<file path="config.mk">
export PLATFORM = sky130hd
export DESIGN_NAME = ropc_output_ctrl
export DESIGN_NICKNAME = d
export VERILOG_FILES = /design/src/core/ropc_pkg.sv /design/src/core/ropc_output_ctrl.sv
export VERILOG_INCLUDE_DIRS = /design/src /design/src/core
export SDC_FILE = /design/constraint.sdc
export NUM_CORES = 1
export LEC_CHECK = 0
export BUFFER_PORTS_ARGS = -buffer_cell sky130_fd_sc_hd__clkbuf_2
export CORE_ASPECT_RATIO = 0.9
export CORE_MARGIN = 3
export CORE_UTILIZATION = 30
export DETAILED_ROUTE_END_ITERATION = 7
export PLACE_DENSITY = 0.53
export SLEW_MARGIN = 20
export SYNTH_ARGS = -nofsm -noshare
export SYNTH_HDL_FRONTEND = slang
export SYNTH_SLANG_ARGS = --single-unit
export TNS_END_PERCENT = 10
</file>
<file path="constraint.sdc">
create_clock -name clk -period 3.8 [get_ports clk]
set_input_delay 0.38 -clock clk [delete_from_list [all_inputs] [get_ports clk]]
set_output_delay 0.38 -clock clk [all_outputs]
set_load 0.02 [all_outputs]
</file>
<file path="src/core/ropc_cfg.svh">
`ifndef ROPC_CFG_SVH
`define ROPC_CFG_SVH
// Register offsets on the plain register port, one byte wide.
`define ROPC_OFF_ROUTE 8'h80
`define ROPC_OFF_TRANS 8'h81
`define ROPC_OFF_END 8'h82
`define ROPC_OFF_REPLY_STAT 8'h83
`define ROPC_OFF_REPLY_CLR 8'h84
`define ROPC_OFF_RESERVE 8'h85
`define ROPC_OFF_SLOT_PTR 8'h88
`define ROPC_OFF_SLOT_VALID 8'h8B
`define ROPC_OFF_STATUS 8'h8F
`define ROPC_OFF_IRQ_STAT 8'h90
`define ROPC_OFF_IRQ_MASK 8'h91
// Field positions.
`define ROPC_TOP_BIT 31
`define ROPC_PTR_LO 1
`define ROPC_PTR_HI 3
// Reply status read values.
`define ROPC_REPLY_NONE 32'h00000000
`define ROPC_REPLY_ACK 32'h80000001
`define ROPC_REPLY_TIMEOUT 32'h80000004
`define ROPC_REPLY_NACK 32'h80000005
// Reset values.
`define ROPC_RST_STATUS 32'h00000000
`define ROPC_RST_SPACE 8'h00
// Reply wait limit.
`define ROPC_REPLY_TIMEOUT_US 100
`define ROPC_CLK_MHZ 125
`endif

</file>
<file path="src/core/ropc_pkg.sv">
package ropc_pkg;
	// Reply outcome reported by the far end.
	typedef enum logic [1:0] {ROPC_RPL_ACK, ROPC_RPL_NACK} ropc_reply_t;
	// Register port request.
	typedef struct packed {
		logic wr;
		logic rd;
		logic [7:0] addr;
		logic [31:0] wdata;
	} ropc_req_t;
	// Link symbol sent to the network.
	typedef enum logic [1:0] {ROPC_SYM_ROUTE, ROPC_SYM_TRANS, ROPC_SYM_END} ropc_sym_t;
	typedef struct packed {
		logic valid;
		ropc_sym_t sym;
		logic [7:0] slot;
	} ropc_link_t;
endpackage

</file>
<file path="src/core/ropc_output_ctrl.sv">
`timescale 1ns/1ps
`include "ropc_cfg.svh"
// Notes on behaviour
// Route offset write sends packet route bytes.
// Transaction offset write sends one transaction.
// End offset write sends end-of-packet marker.
// Software orders route, transactions, then end.
// Space reads return buffer pointer low bits.
// Top bit set when two transactions fit.
// Status top bit set once packet ended.
// Reply codes zero, ack one, nack five.
// Timeout reports top bit with code four.
// Clear write drops reply, frees logic.
// Software clears reply after reading status.
// Reserve write allocates one buffer slot.
// Slot pointer write keeps only bits three-one.
// Valid offset read shows buffer valid flag.
// Status register is readable and writable.
// Read-only writes ignored; write-only reads zero.
module ropc_output_ctrl #(
	parameter int DEPTH = 16,
	parameter int TIMEOUT_CYCLES = `ROPC_REPLY_TIMEOUT_US * `ROPC_CLK_MHZ
) (
	// Clock and reset.
	input wire logic clk,
	input wire logic sys_rst,
	// Register port.
	input wire ropc_pkg::ropc_req_t req,
	output logic [31:0] rdata,
	// Link toward the network.
	output ropc_pkg::ropc_link_t link,
	// Transactions leaving the output buffer.
	input wire logic trans_done,
	// Reply from the remote processor (pin level).
	input wire logic reply_in,
	input wire logic reply_nack_in,
	// Reply buffer state.
	input wire logic slot_fill,
	// Interrupt.
	output logic irq
);
	import ropc_pkg::*;

	localparam int TO_W = $clog2(TIMEOUT_CYCLES + 1);
	localparam logic [TO_W-1:0] TO_LAST = TO_W'(TIMEOUT_CYCLES - 1);

	// Refused at elaboration: the pointer is eight bits wide and the count nine.
	if (DEPTH < 2 || DEPTH > 256 || TIMEOUT_CYCLES < 1) begin : g_bad_size
		$error("ropc_output_ctrl: unsupported DEPTH or TIMEOUT_CYCLES");
	end

	////////////////////////////////////////////////////////////////////////////////
	// Decode helpers.

	// One-cycle write hit at a given offset.
	function automatic logic wr_hit(input ropc_req_t r, input logic [7:0] off);
		wr_hit = r.wr && (r.addr == off);
	endfunction

	logic go_route;
	logic go_trans;
	logic go_end;
	logic go_clear;
	logic go_reserve;
	assign go_route = wr_hit(req, `ROPC_OFF_ROUTE);
	assign go_trans = wr_hit(req, `ROPC_OFF_TRANS);
	assign go_end = wr_hit(req, `ROPC_OFF_END);
	assign go_clear = wr_hit(req, `ROPC_OFF_REPLY_CLR);
	assign go_reserve = wr_hit(req, `ROPC_OFF_RESERVE);

	////////////////////////////////////////////////////////////////////////////////
	// Pin synchronisers: the reply and fill levels come from outside this clock.

	logic [2:0] sync_a;
	logic [2:0] sync_b;
	always_ff @(posedge clk) begin
		if (sys_rst) begin
			sync_a <= 3'h0;
			sync_b <= 3'h0;
		end else begin
			sync_a <= {slot_fill, reply_nack_in, reply_in};
			sync_b <= sync_a;
		end
	end
	logic reply_s;
	logic nack_s;
	logic fill_s;
	assign reply_s = sync_b[0];
	assign nack_s = sync_b[1];
	assign fill_s = sync_b[2];

	////////////////////////////////////////////////////////////////////////////////
	// Output buffer occupancy: reserve takes a slot, a sent transaction frees it.

	logic [7:0] space_ptr;
	logic [8:0] used;
	always_ff @(posedge clk) begin
		if (sys_rst) begin
			space_ptr <= `ROPC_RST_SPACE;
			used <= 9'h000;
		end else begin
			if (go_reserve && used < 9'(DEPTH)) begin
				space_ptr <= (space_ptr == 8'(DEPTH - 1)) ? 8'h00 : space_ptr + 8'h01;
			end
			// Reserve and drain in one cycle cancel out.
			case ({go_reserve && used < 9'(DEPTH), trans_done && used != 9'h000})
				2'b10: used <= used + 9'h001;
				2'b01: used <= used - 9'h001;
				default: used <= used;
			endcase
		end
	end
	logic room_two;
	assign room_two = (9'(DEPTH) - used) >= 9'h002;

	////////////////////////////////////////////////////////////////////////////////
	// Packet sequencing and link symbols.

	typedef enum logic [1:0] {ST_IDLE, ST_BODY, ST_WAIT, ST_DONE} ropc_state_t;
	ropc_state_t state;
	logic [31:0] reply_code;
	logic [TO_W-1:0] wait_cnt;
	logic ev_reply;

	// Symbols go out one cycle after the trigger write; no stall is needed
	// because the link accepts one symbol per clock.
	always_ff @(posedge clk) begin
		if (sys_rst) begin
			link <= '0;
		end else begin
			link.valid <= go_route || go_trans || go_end;
			link.slot <= space_ptr;
			if (go_route) begin
				link.sym <= ROPC_SYM_ROUTE;
			end else if (go_trans) begin
				link.sym <= ROPC_SYM_TRANS;
			end else begin
				link.sym <= ROPC_SYM_END;
			end
		end
	end

	// Out-of-order triggers (R4 on software) are still sent; the state only
	// tracks when the reply wait begins.
	always_ff @(posedge clk) begin
		if (sys_rst) begin
			state <= ST_IDLE;
			reply_code <= `ROPC_REPLY_NONE;
			wait_cnt <= '0;
			ev_reply <= 1'b0;
		end else begin
			ev_reply <= 1'b0;
			case (state)
				ST_IDLE: begin
					if (go_route) begin
						state <= ST_BODY;
					end
				end
				ST_BODY: begin
					if (go_end) begin
						state <= ST_WAIT;
						wait_cnt <= '0;
					end
				end
				ST_WAIT: begin
					if (go_clear) begin
						state <= ST_IDLE;
					end else if (reply_s) begin
						state <= ST_DONE;
						ev_reply <= 1'b1;
						reply_code <= nack_s ? `ROPC_REPLY_NACK : `ROPC_REPLY_ACK;
					end else if (wait_cnt == TO_LAST) begin
						state <= ST_DONE;
						ev_reply <= 1'b1;
						reply_code <= `ROPC_REPLY_TIMEOUT;
					end else begin
						wait_cnt <= wait_cnt + TO_W'(1);
					end
				end
				ST_DONE: begin
					if (go_clear) begin
						state <= ST_IDLE;
						reply_code <= `ROPC_REPLY_NONE;
					end
				end
				default: state <= ST_IDLE;
			endcase
		end
	end

	////////////////////////////////////////////////////////////////////////////////
	// Software registers.

	logic [3:1] slot_ptr;
	logic [31:0] proc_status;
	logic [1:0] irq_stat;
	logic [1:0] irq_mask;
	// Plain storage for software; the slot pointer keeps only its three bits.
	always_ff @(posedge clk) begin
		if (sys_rst) begin
			slot_ptr <= 3'h0;
			proc_status <= `ROPC_RST_STATUS;
			irq_mask <= 2'h0;
		end else begin
			if (wr_hit(req, `ROPC_OFF_SLOT_PTR)) begin
				slot_ptr <= req.wdata[`ROPC_PTR_HI:`ROPC_PTR_LO];
			end
			if (wr_hit(req, `ROPC_OFF_STATUS)) begin
				proc_status <= req.wdata;
			end
			if (wr_hit(req, `ROPC_OFF_IRQ_MASK)) begin
				irq_mask <= req.wdata[1:0];
			end
		end
	end

	// Bit 0: reply or timeout held; bit 1: room for two came back. Set wins.
	logic room_prev;
	always_ff @(posedge clk) begin
		if (sys_rst) begin
			irq_stat <= 2'h0;
			room_prev <= 1'b1;
		end else begin
			room_prev <= room_two;
			for (int i = 0; i < 2; i++) begin
				if (wr_hit(req, `ROPC_OFF_IRQ_STAT) && req.wdata[i]) begin
					irq_stat[i] <= 1'b0;
				end
			end
			if (ev_reply) begin
				irq_stat[0] <= 1'b1;
			end
			if (room_two && !room_prev) begin
				irq_stat[1] <= 1'b1;
			end
		end
	end

	// Registered so the pin cannot glitch while status and mask change together.
	always_ff @(posedge clk) begin
		if (sys_rst) begin
			irq <= 1'b0;
		end else begin
			irq <= |(irq_stat & irq_mask);
		end
	end

	////////////////////////////////////////////////////////////////////////////////
	// Read data, valid only in the cycle after the read strobe.

	always_ff @(posedge clk) begin
		if (sys_rst) begin
			rdata <= 32'h00000000;
		end else if (req.rd) begin
			case (req.addr)
				`ROPC_OFF_ROUTE, `ROPC_OFF_TRANS: begin
					rdata <= {room_two, 23'h000000, space_ptr};
				end
				`ROPC_OFF_REPLY_STAT: rdata <= reply_code;
				`ROPC_OFF_SLOT_PTR: rdata <= {28'h0000000, slot_ptr, 1'b0};
				`ROPC_OFF_SLOT_VALID: rdata <= {fill_s, 31'h00000000};
				`ROPC_OFF_STATUS: rdata <= proc_status;
				`ROPC_OFF_IRQ_STAT: rdata <= {30'h00000000, irq_stat};
				`ROPC_OFF_IRQ_MASK: rdata <= {30'h00000000, irq_mask};
				default: rdata <= 32'h00000000;
			endcase
		end else begin
			rdata <= 32'h00000000;
		end
	end
endmodule

</file>
==> reports/metrics.csv <==
metric;value;unit
most frequent cells after synthesis;127 x dfxtp_1, 90 x nand2_1, 60 x a21oi_1;
port buffer count;91;
largest net degree at the start of global routing;84;
Vias/cell;4.79;
Worst R2R Setup Slack;320;ps
CTS root buf;clkbuf_16;
Synth Net Count;650;
Synth Area in Adders;3.23;%
Post-Syn Area;0.00526;mm²
Peak VDD IR;0.306;mV
area share of xor/xnor cells in the synthesized design;1.83;%
CP Launch Type;flip-flop;
Synth top area share;48.3;%
via count;4399;
CP arrival;3750;ps
number of max-cap violations;0;
Crit. Startpoint;used[0];
Clock Path Buffers;2;
worst skew pair latency;420;ps
mux share of post-synthesis cell area;2.52;%
Top FF cell, synth;dfxtp_1;
Final ANT Viol Nets;0;
RSZ-0062 raised after global routing;no;
first-pass GRT wire length;21.4;mm
cell taking the most area after synthesis;dfxtp_1;
initial antenna violation count;1;
final net count;732;
Ant. Diodes;0;
Core ar.;0.0171;mm²
max-slew violations;0;
Placer Congestion;0.828;
flop and latch count out of synthesis;127;
Hold Slack;189;ps
initial core utilization;30.8;%
crit path max fanout;10;
Final TNS setup;0;ps
crit path to;used[7];
Remaining DRCs;0;
TritonCTS Sinks;127;
CP required;4070;ps
wire per inst;13.7;µm
final wirelength;12.6;mm
gr ovfl total;0;
FP Rows;45;
Layout fillers;1727;
Synth Area in Simple Gates;26.0;%
Worst setup EP type;flip-flop;
fin crit share;91.6;%
chip width;146;µm
final hold viol count;0;
Pre-Repair DR Iteration Count;5;
R2R Path End;used[7];
Setup CP Type;flip-flop to flip-flop;
Hold WC Path Type;input pin to flip-flop;
Mean Syn Cell Area;8.93;µm²
count leader, synth;dfxtp_1;
share of flip-flops with an asynchronous set or reset;0;%
cts bufs inserted;17;
Syn-to-layout area delta;23.8;%
IO Pins;92;
Worst R2R Path Depth;12;
Seq/Total Area, Yosys;48.3;%
Leak;2.56;nW
die area;0.0192;mm²
overall routing resource usage;13.7;%
Synth Area in Compound Gates;14.7;%
pwr/cell area;601;mW/mm²
Setup Viol. Count Final;0;
Setup Skew;11.2;ps
H-tree Lvls;4;
Final HPWL DP;8.96;mm
Area contributors post-synth;dfxtp_1 48%, nand2_1 6.4%, a21oi_1 5.7%, and2_1 3.4%, ha_1 2.9%;
ratio of cells with drive above 1 in the final layout;19.7;%
Post-synth EDFFs;0;
CTS tree;yes;
Tmin final;3480;ps
Distinct cells, synth;64;
Synthesis Warnings;0;
FMAX;287;MHz
clk slew on worst S/H paths;60;ps
Initial DRC Count;270;
# hold bufs at CTS;0;
main combinational cell family by area after synthesis;simple AND/OR/NAND/NOR gates;
Slew @ Worst Pin;861;ps
worst r2r src;used[0];
status;finished clean;
Post-Synthesis Cells;589;
Die H;132;µm
Slew HR;42.6;%
vias in the first global route;4285;
Tot Pwr;3.91;mW
-- how the worst min path moves through the flow --
stage | start | to | slack, ps | cells past startpoint
after global routing | slot_fill | sync_a[2] | 170 | 2
after global placement | ev_reply | irq_stat[0] | 420 | 2
after floorplan | ev_reply | irq_stat[0] | 410 | 2
final | req[8] | proc_status[8] | 190 | 3
after detailed placement | sync_a[0] | sync_b[0] | 430 | 1
after CTS | slot_fill | sync_a[2] | 160 | 2
-- where the power goes --
part | switching (mW) | total (mW) | internal, mW
registers | 0.0697 | 1.45 | 1.38
clock network | 0.586 | 1.62 | 1.03
logic | 0.471 | 0.844 | 0.373
-- metrics by stage --
stage               area, µm²  std cells  util, %  setup WS [ps]
floorplan                5260        589        -            619
global placement         5900        887     34.6            290
detailed placement       5900        887     34.6            190
CTS                      6500        919     38.1            179
global route             6510        919     38.2           40.4
finish                   6510        919     38.2            318
-- cells in the final DEF, fill, tap and decap left out, types with 9 or more instances in the layout --
master,Yosys,layout
mux2i_1,11,11
or4_1,10,10
inv_1,12,12
a21oi_1,60,60
o21ai_0,9,9
clkbuf_2,0,91
nand2_1,90,89
nand3_1,20,20
nor3b_1,10,10
ha_1,12,12
clkbuf_16,0,17
nor2_1,40,40
dfxtp_1,127,127
and2_1,29,29
nor2b_1,15,15
-- per-layer routing --
metal / share of wire, % / vias up / routed length [µm] / global-route usage (%)
li1: - / 2225 / - / -
met1: 49 / 2036 / 6240 / 18.6
met2: 43 / 125 / 5430 / 20.2
met3: 6.1 / 11 / 768 / 4.48
met4: 1.4 / 2 / 181 / 5.33
met5: 0.10 / - / 13 / 0
-- layout make-up --
type	count	area, µm²	area share, %
multi-input combinational	418	2550	39.1
tap	235	294	4.51
clock inverter	12	161	2.48
clock buffer	20	437	6.71
inverter	12	45.0	0.692
sequential	127	2540	39.0
timing repair buffer	95	485	7.45
-- critical path: stages, from the launching register on --
cell	delay, ps
dfxtp_1	450
inv_1	100
ha_1	240
nor4b_2	190
o41ai_4	320
nand2_2	170
ha_1	400
ha_1	330
a21o_1	190
a211o_1	310
a2111oi_1	380
or3_1	180
o211ai_1	80
-- sequential cells by signal, summed over array words and instances (netlist names) --
register,count
space_ptr,8
sync_b,3
wait_cnt,14
rdata,32
reply_code,3
link,11
room_prev,1
state,2
irq,1
ev_reply,1
slot_ptr,3
irq_mask,2
proc_status,32
irq_stat,2
used,9
sync_a,3
-- logic make-up after synthesis --
logic type / after synthesis
compound gates: 118
xor+xnor: 11
fa+ha+maj: 13
buf+inv: 44
flops: 127
mux: 13
simple gates: 263
-- timing repair --
action                                  4_1_cts  5_1_grt
endpoints found under the setup margin        0        1
endpoints found under the hold margin         0        0
resized for setup                             0        2
buffers inserted                              0        0
No activity file was read; power rests on OpenSTA's default activity.
